[config.mk]
export PLATFORM = sky130hd
export DESIGN_NAME = virl_top
export DESIGN_NICKNAME = d
export VERILOG_FILES = /design/src/virl_pkg.sv /design/src/virl_prio_pick.sv /design/src/virl_sync_edge.sv /design/src/virl_top.sv
export SDC_FILE = /design/constraint.sdc
export NUM_CORES = 1
export LEC_CHECK = 0
export BUFFER_PORTS_ARGS = -buffer_cell sky130_fd_sc_hd__clkbuf_2
export CORE_ASPECT_RATIO = 1.5
export CORE_MARGIN = 2
export CORE_UTILIZATION = 59
export DETAILED_ROUTE_END_ITERATION = 10
export PLACE_DENSITY = 0.93
export SLEW_MARGIN = 0
export SYNTH_ARGS = -nofsm -noshare
export SYNTH_HDL_FRONTEND = slang
export SYNTH_SLANG_ARGS = --single-unit
[constraint.sdc]
create_clock -name clock -period 3.8 [get_ports clock]
set_input_delay 0.19 -clock clock [delete_from_list [all_inputs] [get_ports clock]]
set_output_delay 0.19 -clock clock [all_outputs]
set_load 0.02 [all_outputs]
[src/virl_pkg.sv]
// Package: register map, vectors and field layout of the request latch
package virl_pkg;
    // Byte addresses on the register bus
    localparam logic [11:0] PIN_REQ_ADDR   = 12'hfc3;
    localparam logic [11:0] PER_REQ_ADDR   = 12'h100;
    localparam logic [11:0] PER_ENL_ADDR   = 12'h104;
    localparam logic [11:0] PER_ENH_ADDR   = 12'h108;
    localparam logic [11:0] PIN_ENL_ADDR   = 12'h10c;
    localparam logic [11:0] PIN_ENH_ADDR   = 12'h110;
    localparam logic [11:0] PORTC_REQ_ADDR = 12'h114;
    localparam logic [11:0] CTRL_ADDR      = 12'h118;
    localparam logic [11:0] VEC_ADDR       = 12'h11c;
    localparam logic [11:0] IRQ_STAT_ADDR  = 12'h120;
    localparam logic [11:0] IRQ_MASK_ADDR  = 12'h124;
    localparam logic [11:0] PORTC_EN_ADDR  = 12'h128;
    // Reset values
    localparam logic [7:0]  REQ_RESET      = 8'h00;
    localparam logic [7:0]  EN_RESET       = 8'h00;
    // Peripheral request field positions
    localparam int SERIAL_RX_BIT  = 4;
    localparam int SERIAL_TX_BIT  = 3;
    localparam int CONVERTER_BIT  = 0;
    localparam logic [7:0] PER_IMPL_MASK = 8'h19;
    // Control register bits
    localparam int CTRL_GIE_BIT   = 0;
    localparam int CTRL_PAEDGE_LO = 8;
    // Vectors in descending priority
    localparam logic [15:0] VEC_RESET   = 16'h0002;
    localparam logic [15:0] VEC_WDT     = 16'h0004;
    localparam logic [15:0] VEC_OSCF    = 16'h003a;
    localparam logic [15:0] VEC_WOSCF   = 16'h003c;
    localparam logic [15:0] VEC_ILLEGAL = 16'h0006;
    localparam logic [15:0] VEC_TIMER1  = 16'h000a;
    localparam logic [15:0] VEC_TIMER0  = 16'h000c;
    localparam logic [15:0] VEC_RX      = 16'h000e;
    localparam logic [15:0] VEC_TX      = 16'h0010;
    localparam logic [15:0] VEC_CONV    = 16'h0016;
    localparam logic [15:0] VEC_PA_BASE = 16'h0018;
    localparam logic [15:0] VEC_PC_BASE = 16'h0030;
    localparam logic [15:0] VEC_STEP    = 16'h0002;
    // Priority levels from high/low enable pairs
    localparam logic [1:0]  LVL_OFF     = 2'h0;
    // AHB encodings
    localparam logic [1:0]  HTRANS_NSEQ = 2'h2;
    localparam logic [2:0]  HSIZE_WORD  = 3'h2;
endpackage

[src/virl_prio_pick.sv]
// Fixed-priority picker over a request vector, index 0 highest
`timescale 1ns/1ps
module virl_prio_pick
    import virl_pkg::*;
#(
    parameter int N = 17
) (
    input  wire logic [N-1:0]         reqIn,
    output logic                      anyReq,
    output logic [$clog2(N)-1:0]      pickIdx
);
    initial begin
        if (N < 2) $error("N must be at least 2");
    end

    // Scan from lowest priority so the lowest set index wins last
    always_comb begin
        pickIdx = '0;
        for (int k = N - 1; k >= 0; k--) begin
            if (reqIn[k]) pickIdx = k[$clog2(N)-1:0];
        end
    end
    assign anyReq = |reqIn;
endmodule

[src/virl_sync_edge.sv]
// Two-flop synchroniser with selectable edge detection per bit
`timescale 1ns/1ps
module virl_sync_edge
    import virl_pkg::*;
#(
    parameter int WIDTH = 8
) (
    input  wire logic             clock,
    input  wire logic             nrst,
    input  wire logic [WIDTH-1:0] pinIn,
    input  wire logic [WIDTH-1:0] fallSel,
    input  wire logic             bothEdges,
    output logic      [WIDTH-1:0] edgePulse
);
    initial begin
        if (WIDTH < 1) $error("WIDTH must be at least 1");
    end

    logic [WIDTH-1:0] meta_q;
    logic [WIDTH-1:0] sync_q;
    logic [WIDTH-1:0] prev_q;

    // Only sync_q and prev_q feed the edge logic; meta_q is isolated
    always_ff @(posedge clock) begin
        if (!nrst) begin
            meta_q <= '0;
            sync_q <= '0;
            prev_q <= '0;
        end else begin
            meta_q <= pinIn;
            sync_q <= meta_q;
            prev_q <= sync_q;
        end
    end

    // Per-bit edge select: both edges, or rising unless falling chosen
    genvar i;
    generate
        for (i = 0; i < WIDTH; i++) begin : g_edge
            wire rise = sync_q[i] & ~prev_q[i];
            wire fall = ~sync_q[i] & prev_q[i];
            assign edgePulse[i] = bothEdges ? (rise | fall)
                                : (fallSel[i] ? fall : rise);
        end
    endgenerate
endmodule

[src/virl_top.sv]
// Vectored interrupt request latch with AHB-Lite register slave
`timescale 1ns/1ps
module virl_top
    import virl_pkg::*;
(
    input  wire logic        clock,
    input  wire logic        nrst,
    input  wire logic        hsel,
    input  wire logic [31:0] haddr,
    input  wire logic [1:0]  htrans,
    input  wire logic        hwrite,
    input  wire logic [2:0]  hsize,
    input  wire logic [31:0] hwdata,
    input  wire logic        hready,
    output logic      [31:0] hrdata,
    output logic             hreadyout,
    output logic             hresp,
    input  wire logic [7:0]  portaPins,
    input  wire logic [3:0]  portcPins,
    input  wire logic        lowVoltDet,
    input  wire logic        compOut,
    input  wire logic        serialRxEvt,
    input  wire logic        serialTxEvt,
    input  wire logic        converterEvt,
    input  wire logic        timer1Evt,
    input  wire logic        timer0Evt,
    input  wire logic [4:0]  trapEvt,
    input  wire logic        vecAck,
    output logic             cpuIrq,
    output logic      [15:0] cpuVector,
    output logic             irqOut
);
    localparam int NSRC = 22;

    logic [7:0]  pinReq_q, perReq_q, perEnl_q, perEnh_q, pinEnl_q, pinEnh_q;
    logic [3:0]  pcReq_q, pcEn_q;
    logic [4:0]  trapReq_q;
    logic [1:0]  tmrReq_q;
    logic [15:0] ctrl_q;
    logic [2:0]  stat_q, mask_q;
    logic        aWr_q;
    logic [11:0] aAddr_q;
    logic [31:0] hrdata_q;
    logic        cpuIrq_q, irqOut_q;
    logic [15:0] cpuVector_q;
    logic [4:0]  pickIdx_q;
    logic [1:0]  lvdSync_q, cmpSync_q;

    // Pin edge detection (pins are asynchronous)
    wire  [7:0] paEdge;
    wire  [3:0] pcEdge;
    virl_sync_edge #(.WIDTH(8)) u_pa (
        .clock     (clock),
        .nrst      (nrst),
        .pinIn     (portaPins),
        .fallSel   (ctrl_q[CTRL_PAEDGE_LO +: 8]),
        .bothEdges (1'b0),
        .edgePulse (paEdge)
    );
    virl_sync_edge #(.WIDTH(4)) u_pc (
        .clock     (clock),
        .nrst      (nrst),
        .pinIn     (portcPins),
        .fallSel   (4'h0),
        .bothEdges (1'b1),
        .edgePulse (pcEdge)
    );

    // Detector and comparator share port A vectors 7 and 6
    always_ff @(posedge clock) begin
        if (!nrst) begin
            lvdSync_q <= 2'h0;
            cmpSync_q <= 2'h0;
        end else begin
            lvdSync_q <= {lvdSync_q[0], lowVoltDet};
            cmpSync_q <= {cmpSync_q[0], compOut};
        end
    end
    wire lvdSet = lvdSync_q[1];
    wire cmpSet = cmpSync_q[1];

    // Source set vectors
    wire [7:0] pinSet = paEdge | {lvdSet, cmpSet, 6'h00};
    wire [7:0] perSet = {3'h0, serialRxEvt, serialTxEvt, 2'h0,
                         converterEvt};

    // Bus address phase decode
    wire        addrPh = hsel & hready & (htrans == HTRANS_NSEQ);
    wire        wrPin  = aWr_q & (aAddr_q == PIN_REQ_ADDR);
    wire        wrPer  = aWr_q & (aAddr_q == PER_REQ_ADDR);
    wire        wrPc   = aWr_q & (aAddr_q == PORTC_REQ_ADDR);
    wire        wrStat = aWr_q & (aAddr_q == IRQ_STAT_ADDR);
    wire [7:0]  wb     = hwdata[7:0];

    // Priority levels from enable pairs
    wire [1:0] rxLvl   = {perEnh_q[SERIAL_RX_BIT], perEnl_q[SERIAL_RX_BIT]};
    wire [1:0] txLvl   = {perEnh_q[SERIAL_TX_BIT], perEnl_q[SERIAL_TX_BIT]};
    wire [1:0] cvLvl   = {perEnh_q[CONVERTER_BIT], perEnl_q[CONVERTER_BIT]};
    wire [7:0] pinOn;
    genvar g;
    generate
        for (g = 0; g < 8; g++) begin : g_lvl
            assign pinOn[g] = {pinEnh_q[g], pinEnl_q[g]} != LVL_OFF;
        end
    endgenerate

    // Candidate vector: index 0 is highest priority
    wire gie = ctrl_q[CTRL_GIE_BIT];
    wire [NSRC-1:0] cand = {
        {pcReq_q[0], pcReq_q[1], pcReq_q[2], pcReq_q[3]} &
        {pcEn_q[0], pcEn_q[1], pcEn_q[2], pcEn_q[3]},
        {pinReq_q[0], pinReq_q[1], pinReq_q[2], pinReq_q[3],
         pinReq_q[4], pinReq_q[5], pinReq_q[6], pinReq_q[7]} &
        {pinOn[0], pinOn[1], pinOn[2], pinOn[3],
         pinOn[4], pinOn[5], pinOn[6], pinOn[7]},
        perReq_q[CONVERTER_BIT] & (cvLvl != LVL_OFF),
        perReq_q[SERIAL_TX_BIT] & (txLvl != LVL_OFF),
        perReq_q[SERIAL_RX_BIT] & (rxLvl != LVL_OFF),
        tmrReq_q[0], tmrReq_q[1],
        trapReq_q};

    wire       anyCand;
    wire [4:0] pickIdx;
    virl_prio_pick #(.N(NSRC)) u_pick (
        .reqIn   (cand),
        .anyReq  (anyCand),
        .pickIdx (pickIdx)
    );

    // Vector table lookup by picked index
    logic [15:0] vecOf;
    always_comb begin
        case (pickIdx)
            5'd0:    vecOf = VEC_RESET;
            5'd1:    vecOf = VEC_WDT;
            5'd2:    vecOf = VEC_OSCF;
            5'd3:    vecOf = VEC_WOSCF;
            5'd4:    vecOf = VEC_ILLEGAL;
            5'd5:    vecOf = VEC_TIMER1;
            5'd6:    vecOf = VEC_TIMER0;
            5'd7:    vecOf = VEC_RX;
            5'd8:    vecOf = VEC_TX;
            5'd9:    vecOf = VEC_CONV;
            default: vecOf = (pickIdx < 5'd18)
                ? 16'(VEC_PA_BASE + 16'(pickIdx - 5'd10) * VEC_STEP)
                : 16'(VEC_PC_BASE + 16'(pickIdx - 5'd18) * VEC_STEP);
        endcase
    end

    // Traps are not maskable; maskable ones need global enable
    wire trapPick = anyCand & (pickIdx < 5'd5);
    wire fire     = anyCand & (gie | trapPick) & ~cpuIrq_q;
    wire ackHit   = cpuIrq_q & vecAck;

    // Clear mask of the acknowledged source
    wire [NSRC-1:0] ackClr = ackHit ? (NSRC'(1) << pickIdx_q) : '0;
    wire [7:0] pinAckClr = {ackClr[10], ackClr[11], ackClr[12], ackClr[13],
                            ackClr[14], ackClr[15], ackClr[16], ackClr[17]};
    wire [7:0] perAckClr = {3'h0, ackClr[7], ackClr[8], 2'h0, ackClr[9]};
    // Port C pin 3 sits at the top of its group, so the order is reversed
    wire [3:0] pcAckClr  = {ackClr[18], ackClr[19], ackClr[20], ackClr[21]};

    // Next values: set wins over software and acknowledge clears
    wire [7:0] pinReq_d = ((wrPin ? wb : pinReq_q) & ~pinAckClr) | pinSet;
    wire [7:0] perReq_d = (((wrPer ? wb : perReq_q) & ~perAckClr) | perSet)
                          & PER_IMPL_MASK;
    wire [3:0] pcReq_d  = ((wrPc ? wb[3:0] : pcReq_q) & ~pcAckClr)
                          | pcEdge;
    wire [4:0] trap_d   = (trapReq_q & ~ackClr[4:0]) | trapEvt;
    wire [1:0] tmr_d    = (tmrReq_q & ~{ackClr[5], ackClr[6]})
                          | {timer1Evt, timer0Evt};

    // Sticky status: 0 new vector, 1 pin event, 2 trap
    wire [2:0] statSet  = {|trapEvt, |pinSet, fire};
    wire [2:0] stat_d   = (stat_q & ~(wrStat ? wb[2:0] : 3'h0)) | statSet;

    // Request latches
    always_ff @(posedge clock) begin
        if (!nrst) begin
            pinReq_q  <= REQ_RESET;
            perReq_q  <= REQ_RESET;
            pcReq_q   <= 4'h0;
            trapReq_q <= 5'h00;
            tmrReq_q  <= 2'h0;
            stat_q    <= 3'h0;
        end else begin
            pinReq_q  <= pinReq_d;
            perReq_q  <= perReq_d;
            pcReq_q   <= pcReq_d;
            trapReq_q <= trap_d;
            tmrReq_q  <= tmr_d;
            stat_q    <= stat_d;
        end
    end

    // Software-written configuration
    always_ff @(posedge clock) begin
        if (!nrst) begin
            perEnl_q <= EN_RESET;
            perEnh_q <= EN_RESET;
            pinEnl_q <= EN_RESET;
            pinEnh_q <= EN_RESET;
            pcEn_q   <= 4'h0;
            ctrl_q   <= 16'h0000;
            mask_q   <= 3'h0;
        end else if (aWr_q) begin
            if (aAddr_q == PER_ENL_ADDR)
                perEnl_q <= wb & PER_IMPL_MASK;
            else if (aAddr_q == PER_ENH_ADDR)
                perEnh_q <= wb & PER_IMPL_MASK;
            else if (aAddr_q == PIN_ENL_ADDR)
                pinEnl_q <= wb;
            else if (aAddr_q == PIN_ENH_ADDR)
                pinEnh_q <= wb;
            else if (aAddr_q == PORTC_EN_ADDR)
                pcEn_q <= wb[3:0];
            else if (aAddr_q == CTRL_ADDR)
                ctrl_q <= hwdata[15:0];
            else if (aAddr_q == IRQ_MASK_ADDR)
                mask_q <= wb[2:0];
        end
    end

    // Read mux; unmapped addresses read zero
    wire [11:0] ra = haddr[11:0];
    wire [31:0] rdMux =
        (ra == PIN_REQ_ADDR)   ? {24'h0, pinReq_d} :
        (ra == PER_REQ_ADDR)   ? {24'h0, perReq_d} :
        (ra == PER_ENL_ADDR)   ? {24'h0, perEnl_q} :
        (ra == PER_ENH_ADDR)   ? {24'h0, perEnh_q} :
        (ra == PIN_ENL_ADDR)   ? {24'h0, pinEnl_q} :
        (ra == PIN_ENH_ADDR)   ? {24'h0, pinEnh_q} :
        (ra == PORTC_REQ_ADDR) ? {28'h0, pcReq_d} :
        (ra == PORTC_EN_ADDR)  ? {28'h0, pcEn_q} :
        (ra == CTRL_ADDR)      ? {16'h0, ctrl_q} :
        (ra == VEC_ADDR)       ? {15'h0, cpuIrq_q, cpuVector_q} :
        (ra == IRQ_STAT_ADDR)  ? {29'h0, stat_q} :
        (ra == IRQ_MASK_ADDR)  ? {29'h0, mask_q} : 32'h0;

    // Bus phase tracking; zero wait states
    always_ff @(posedge clock) begin
        if (!nrst) begin
            aWr_q    <= 1'b0;
            aAddr_q  <= 12'h000;
            hrdata_q <= 32'h0;
        end else begin
            aWr_q    <= addrPh & hwrite;
            aAddr_q  <= addrPh ? haddr[11:0] : 12'h000;
            hrdata_q <= (addrPh & ~hwrite) ? rdMux : 32'h0;
        end
    end

    // Core request and vector, held until acknowledged
    always_ff @(posedge clock) begin
        if (!nrst) begin
            cpuIrq_q    <= 1'b0;
            cpuVector_q <= 16'h0000;
            pickIdx_q   <= 5'h00;
            irqOut_q    <= 1'b0;
        end else begin
            if (fire) begin
                cpuIrq_q    <= 1'b1;
                cpuVector_q <= vecOf;
                pickIdx_q   <= pickIdx;
            end else if (ackHit) begin
                cpuIrq_q <= 1'b0;
            end
            irqOut_q <= |(stat_d & mask_q);
        end
    end

    assign hrdata    = hrdata_q;
    assign hreadyout = 1'b1;
    assign hresp     = 1'b0;
    assign cpuIrq    = cpuIrq_q;
    assign cpuVector = cpuVector_q;
    assign irqOut    = irqOut_q;
endmodule
==> summary.txt, run 1 <==
Hold path
  • HP Class: in2reg
  • Hold path startpoint: serialTxEvt
  • Hold Path Depth: 3

Pwr
  • Clock share of power: 0.455
  • Sw Pwr: 0.947 mW
  • Register share of total power: 0.455
  • Final Power: 3.78 mW
  • Pwr/cell area: 454 mW/mm²
  • Int Pwr: 2.83 mW
  • Peak supply drop: 302 µV
  • Logic pwr share: 0.091
  • Leakage: 3.61 nW
  • Switch share: 0.251

STA
  • Final setup viols: 0
  • Final-report hold violation count: 1
  • Fmax achieved: 323 MHz
  • Final setup TNS: 0 ns
  • Slew headroom: 0.388
  • Worst slew pin tran: 0.911 ns
  • Hold_ws: -0.000478 ns
  • RSZ-0062 raised after global routing: false
  • Slew Limit Fails: 0
  • Clk_skew: 0.00947 ns
  • Final period util: 0.815
  • Min Tclk post-route: roughly 3.1 ns

Global routing
  • Largest net degree at the start of global routing: 75
  • First-pass GRT wire length: 31900 µm
  • GR Overflow Total: 0
  • GRT Total Usage: 0.314
  • Vias in the first global route: 6294
  • Antenna violations before repair: 0

Detailed routing
  • Final wirelength: 20100 µm
  • DRC: 0
  • DR iter-0 viols: 672
  • Drt wl/cell: approximately 19 µm
  • Drt first pass iters: 6
  • Vias per inst: approximately 6.3
  • Via count: approximately 6600
  • ANT nets after route: 0

Yosys
  • Ys flop type: dfxtp_1
  • Synthesis-stage register bit count: 154
  • Distinct cells, synth: 73
  • Post-synth EDFFs: 0
  • Average size of a mapped cell: 8.97 µm²
  • Syn Inst Count: just under 800
  • Seq/Total Area, Yosys: 0.435
  • Mapped cell area: 0.00709 mm²
  • Synth warn: 0
  • Async set or reset register ratio after synthesis: 0

Critical path
  • Cells along the critical path: o21ai_1 > nand4_1 > o21bai_1 > a21o_1 > ha_1 > xnor2_1 > inv_1 > ha_1 > nor4_1 > a31oi_1 > a31oi_1
  • CP bufs+invs: 1
  • Max incr delay on CP: 0.45 ns
  • Setup crit end: cpuVector[4]$_SDFFE_PN0P_
  • Worst r2r src: pinEnh_q[6]$_SDFFE_PN0P_
  • CP max FO: 5
  • Critical path's top delay family: compound AO/OA/AOI/OAI gates
  • WP depth: 11
  • Reg2Reg Setup Slack: approximately 0.70 ns
  • Worst Path Required: 4.15 ns
  • Worst setup path startpoint: pinEnh_q[6]$_SDFFE_PN0P_
  • Slowest-stage cell, CP: o21ai_1
  • Worst Path Arrival: 3.45 ns
  • Critical path capture point type: flop
  • Reg2reg path depth: 11
  • Worst r2r dst: cpuVector[4]$_SDFFE_PN0P_
  • Worst Setup Start Kind: flop
  • Setup CP Type: reg2reg

Floorplanning
  • IO Count: 151
  • Initial core utilization: 0.599
  • Floorplan die area: around 0.013 mm²
  • Die Y: 138 µm
  • Row count: 49
  • Core area: 0.0118 mm²
  • Die Wd: between 90 and 100 µm

Place
  • Final Wtd Congestion: between 1 and 1.5
  • PortBufs: 93
  • HPWL after DPL: 13600 µm

Outcome
  • Failing checks: negative hold slack
  • Outcome: complete, but fails checks

Flow run
  • Max cap viols: 0

Clock network
  • Clock Path Buffers: 2
  • H-tree levels: 4
  • Clock Sinks: 154
  • Worst-skew pair later-pin latency: 0.43 ns
  • CTS Buf Count: 17
  • Clock transition at path regs: 0.06 ns
  • CTS tree: done
  • Root buf cell: clkbuf_16

Cells and area
  • Layout cells sized above 1: 0.171
  • Synth-to-layout area growth: 17.3%
  • Most frequent cells in the layout: dfxtp_1 (154), clkbuf_2 (93), nor2_1 (86)
  • Most common cell after layout, fill and taps aside: dfxtp_1
  • ANT cells: 0
  • Core Util, Final: 0.703
  • Final Net Count: 988
  • Fillers: ~860
repair_timing:
action | 4_1_cts | 5_1_grt
hold buffers | 21 | 0
endpoints found under the hold margin | 21 | 0
gates resized for setup | 0 | 0
buffers inserted | 0 | 0
cell families (layout without fill, tap and decap cells):
kind of cell / count (synthesis) / after routing / synth area share
xor+xnor: 5 / 5 / 0.00617
compound gates: 149 / 149 / 0.142
other cells: 2 / 18 / 0.00106
flops: 154 / 154 / 0.435
fa+ha+maj: 5 / 5 / 0.00882
mux: 65 / 65 / 0.0930
buf+inv: 75 / 164 / 0.0549
simple gates: 336 / 336 / 0.260
Yosys cell counts (15+ instances only):
master    instances  area [µm²]
mux2i_1          58         581
nor3_1           21         105
dfxtp_1         154        3080
clkbuf_1         30         113
a21oi_1          52         260
nor2_1           86         323
o21ai_0          15        75.1
buf_4            26         195
nand2b_1         19         119
and2_1           66         413
nand2_1          44         165
nand3_1          18        90.1
cell type report:
| class | count | area [µm²] | area share |
|---|---|---|---|
| multi-input combinational | 578 | 3680 | 0.442 |
| sequential | 154 | 3080 | 0.371 |
| timing repair buffer | 119 | 713 | 0.0857 |
| clock buffer | 18 | 429 | 0.0516 |
| tap | 153 | 191 | 0.0230 |
| clock inverter | 13 | 169 | 0.0203 |
| inverter | 14 | 52.6 | 0.00632 |
power groups by stage:
stage	Sequential [mW]	Combinational [mW]	Clock, mW
floorplan	1.74	0.225	0
global placement	1.74	0.305	0
detailed placement	1.75	0.311	0
CTS	1.71	0.332	1.72
global route	1.72	0.370	1.80
finish	1.72	0.342	1.72
how the worst min path moves through the flow:
stage / to / slack [ns]
after detailed placement: u_pc.meta_q[2]$_SDFF_PN0_ / 0.40
after floorplan: trapReq_q[1]$_SDFF_PN0_ / 0.31
after global placement: u_pa.meta_q[6]$_SDFF_PN0_ / 0.40
final: perReq_q[3]$_SDFF_PN0_ / -0.0005
after global routing: ctrl_q[8]$_SDFFE_PN0P_ / 0.005
after CTS: perReq_q[3]$_SDFF_PN0_ / 0.0005
registers in the layout, summed over array words and instances, names as in the netlist, 3 cells and up:
name and flops:
pcEn_q 4, mask_q 3, aAddr_q 12, pinReq_q 8
pinEnh_q 8, perReq_q 3, stat_q 3, trapReq_q 5
ctrl_q 16, u_pa.meta_q 8, pickIdx_q 5, u_pa.sync_q 8
perEnl_q 3, u_pc.sync_q 4, u_pc.meta_q 4, hrdata 17
cpuVector 7, pcReq_q 4, pinEnl_q 8, u_pc.prev_q 4
u_pa.prev_q 8, perEnh_q 3
worst register-to-register path, stage by stage (launching register included):
cell and delay [ns]:
dfxtp_1 0.33, o21ai_1 0.45, nand4_1 0.30, o21bai_1 0.24, a21o_1 0.23, ha_1 0.26, xnor2_1 0.28, inv_1 0.08
ha_1 0.29, nor4_1 0.31, a31oi_1 0.08, a31oi_1 0.17
metrics by stage:
step	worst slack [ns]	hold slack, ns	instances	instance area (µm²)
after global routing	0.524	0.00494	1049	8320
after floorplan	1.34	0.307	807	7150
final	0.702	-0.000478	1049	8320
after global placement	0.853	0.398	997	7510
after detailed placement	0.790	0.398	997	7510
after CTS	0.782	0.000541	1049	8320
layer usage:
layer  global-route usage  vias to the layer above  part of all wire
met5                    0                        -                 0
met2                0.526                      430              0.49
met1                0.356                     3060              0.35
li1                     -                     2941                 -
met4                0.201                        0             0.065
met3               0.0670                      136             0.094
(Power assumes the default switching activity.)
==> run 2, diff against run 1 <==
--- a/config.mk
+++ b/config.mk
@@ -8,9 +8,9 @@
 export BUFFER_PORTS_ARGS = -buffer_cell sky130_fd_sc_hd__clkbuf_2
 export CORE_ASPECT_RATIO = 1.5
 export CORE_MARGIN = 2
-export CORE_UTILIZATION = 59
+export CORE_UTILIZATION = 55
 export DETAILED_ROUTE_END_ITERATION = 10
-export PLACE_DENSITY = 0.93
+export PLACE_DENSITY = 0.88
 export SLEW_MARGIN = 0
 export SYNTH_ARGS = -nofsm -noshare
 export SYNTH_HDL_FRONTEND = slang
==> constraint.sdc (replaced) <==
create_clock -name clock -period 3.25 [get_ports clock]
set_input_delay 0.1625 -clock clock [delete_from_list [all_inputs] [get_ports clock]]
set_output_delay 0.1625 -clock clock [all_outputs]
set_load 0.02 [all_outputs]
==> run 2 against run 1 <==
Net effect:
- the run still ends with negative hold slack left
- cell count rose by 2.4%
- utilization shrank 2.4 points
- clock-buffer cell count rose by 1
- die area increased by 7.0%
- sequential power up 17%
- via count is 0.15% lower
- combinational power grew 21%
- global-route usage shrank 2.4 points
- fmax grew 2.2%
- register-to-register slack got worse by 0.48 ns
==> summary.txt, run 2 (synthesized netlist as in run 1, its figures left out) <==
Critical path
  • Reg2Reg Setup Slack: ~0.22 ns
  • Worst Setup Start Kind: flop
  • Setup crit end: cpuVector[1]$_SDFFE_PN0P_
  • Slowest-stage cell, CP: a221oi_2
  • Worst Path Arrival: 3.39 ns
  • Cells along the critical path: o21ai_1 > nand4_1 > o221ai_1 > nand2_1 > nand2_1 > inv_1 > ha_1 > nand2b_1 > a221oi_2 > o221ai_1 > a21oi_1
  • Worst setup path startpoint: pinEnh_q[6]$_SDFFE_PN0P_
  • Worst Path Required: ~3.6 ns
  • Max incr delay on CP: between 0.6 and 0.7 ns
  • Reg2reg path depth: 11
  • Worst r2r src: pinEnh_q[6]$_SDFFE_PN0P_
  • Setup CP Type: reg2reg
  • Worst r2r dst: cpuVector[1]$_SDFFE_PN0P_
  • Critical path capture point type: flop
  • CP max FO: 11

Detailed routing
  • Via count: 6557
  • ANT nets after route: 0
  • DR iter-0 viols: roughly 660
  • Final wirelength: 20500 µm
  • Drt first pass iters: 6
  • Vias per inst: 6.11
  • DRC: 0
  • Drt wl/cell: ~19 µm

Global routing
  • GR Overflow Total: 0
  • GRT Total Usage: 0.290
  • Vias in the first global route: roughly 6300
  • First-pass GRT wire length: roughly 32000 µm
  • Antenna violations before repair: 0
  • Largest net degree at the start of global routing: 75

Pwr
  • Peak supply drop: 347 µV
  • Leakage: 3.69 nW
  • Pwr/cell area: 511 mW/mm²

STA
  • Hold_ws: -0.00271 ns
  • Final-report hold violation count: 1
  • Worst slew pin tran: 0.822 ns
  • Fmax achieved: between 300 and 400 MHz
  • RSZ-0062 raised after global routing: false
  • Final setup TNS: 0 ns
  • Slew headroom: 0.448
  • Min Tclk post-route: 3.03 ns
  • Slew Limit Fails: 0
  • Final setup viols: 0
  • Final period util: 0.933
  • Clk_skew: 0.00687 ns

Cells and area
  • Most common cell after layout, fill and taps aside: dfxtp_1
  • Most frequent cells in the layout: dfxtp_1 (154), clkbuf_2 (93), nor2_1 (86)
  • Cell area after layout: 0.00849 mm²
  • Fillers: 936
  • Number of flip-flops in the largest register: 17
  • Final Net Count: 1009
  • Layout cells sized above 1: 0.172
  • Register Area: ~0.0031 mm²
  • Multi-input gate area: 0.00368 mm²
  • Synth-to-layout area growth: 19.7%
  • ANT cells: 0

Floorplanning
  • Initial core utilization: 0.567
  • Die Y: 143 µm
  • Row count: 50
  • Floorplan die area: 0.0138 mm²
  • IO Count: 151
  • Core area: 0.0125 mm²
  • Die Wd: between 90 and 100 µm

Hold path
  • HP Class: in2reg

Clock network
  • Worst-skew pair later-pin latency: between 0.4 and 0.5 ns
  • Clock Sinks: 154
  • Clock Path Buffers: 2
  • Postcts setup bufs: 0
  • CTS tree: done
  • Root buf cell: clkbuf_16
  • Clock transition at path regs: ~0.06 ns
  • H-tree levels: 4
  • CTS Buf Count: 17

Outcome
  • Outcome: complete, but fails checks
  • Failing checks: negative hold slack

Place
  • Final Wtd Congestion: 1.02
  • PortBufs: 93
  • Post-placement cell area: 0.00755 mm²
  • HPWL after DPL: about 14000 µm

Flow run
  • Max cap viols: 0
## run 2: worst min-delay path by stage
| stage | startpoint | endpoint | slack, ns | cells past startpoint |
|---|---|---|---|---|
| 2_1_floorplan | trapEvt[1] | trapReq_q[1]$_SDFF_PN0_ | 0.28 | 2 |
| 5_1_grt | serialTxEvt | perReq_q[3]$_SDFF_PN0_ | 0.001 | 3 |
| 3_5_place_dp | portcPins[3] | u_pc.meta_q[3]$_SDFF_PN0_ | 0.37 | 2 |
| 4_1_cts | haddr[0] | aAddr_q[0]$_SDFF_PN0_ | 0.0009 | 2 |
| 6_report | serialTxEvt | perReq_q[3]$_SDFF_PN0_ | -0.003 | 3 |
| 3_3_place_gp | portaPins[6] | u_pa.meta_q[6]$_SDFF_PN0_ | 0.37 | 2 |
## run 2: routing by layer
metal / track usage / vias up / share of wire
met3: 0.0578 / 88 / 0.075
met4: 0.179 / 0 / 0.053
met5: 0 / - / 0
met2: 0.515 / 369 / 0.50
li1: - / 2991 / -
met1: 0.317 / 3109 / 0.37
## run 2: cell type report
class / instances / share of cell area
clock inverters: 13 / 0.0162
clock buffers: 19 / 0.0510
inverters: 14 / 0.00619
well taps: 156 / 0.0230
flip-flops and latches: 154 / 0.363
repair buffers: 140 / 0.107
multi-input cells: 578 / 0.433
## run 2: where the power goes
part           internal, mW  leakage (nW)  switching, mW
registers              1.95          1.26         0.0619
clock network          1.08         0.266          0.843
logic                 0.165          2.16          0.248
total                  3.19          3.69           1.15
## run 2: critical path: cells and delay by family, from the launching register on
family / cells / cell delay [ns]
AO/OA/AOI/OAI: 5 / 1.69
AND/OR/NAND/NOR: 4 / 0.53
flip-flops: 1 / 0.33
adder cells (fa/ha/maj): 1 / 0.23
buffers and inverters: 1 / 0.18
## run 2: stage by stage
step,utilization,hold WS [ns],setup WS [ns],total power [mW],std cells
CTS,0.678,0.000922,0.307,4.33,1073
detailed placement,0.604,0.372,0.324,2.41,1005
floorplan,-,0.280,0.795,2.29,807
global placement,0.604,0.370,0.392,2.40,1005
finish,0.679,-0.00271,0.218,4.34,1074
global route,0.679,0.00115,0.00804,4.45,1074
## run 2: timing repair
item	in CTS	in global routing
hold buffers	36	1
hold endpoints to repair	36	1
resized for setup	0	0
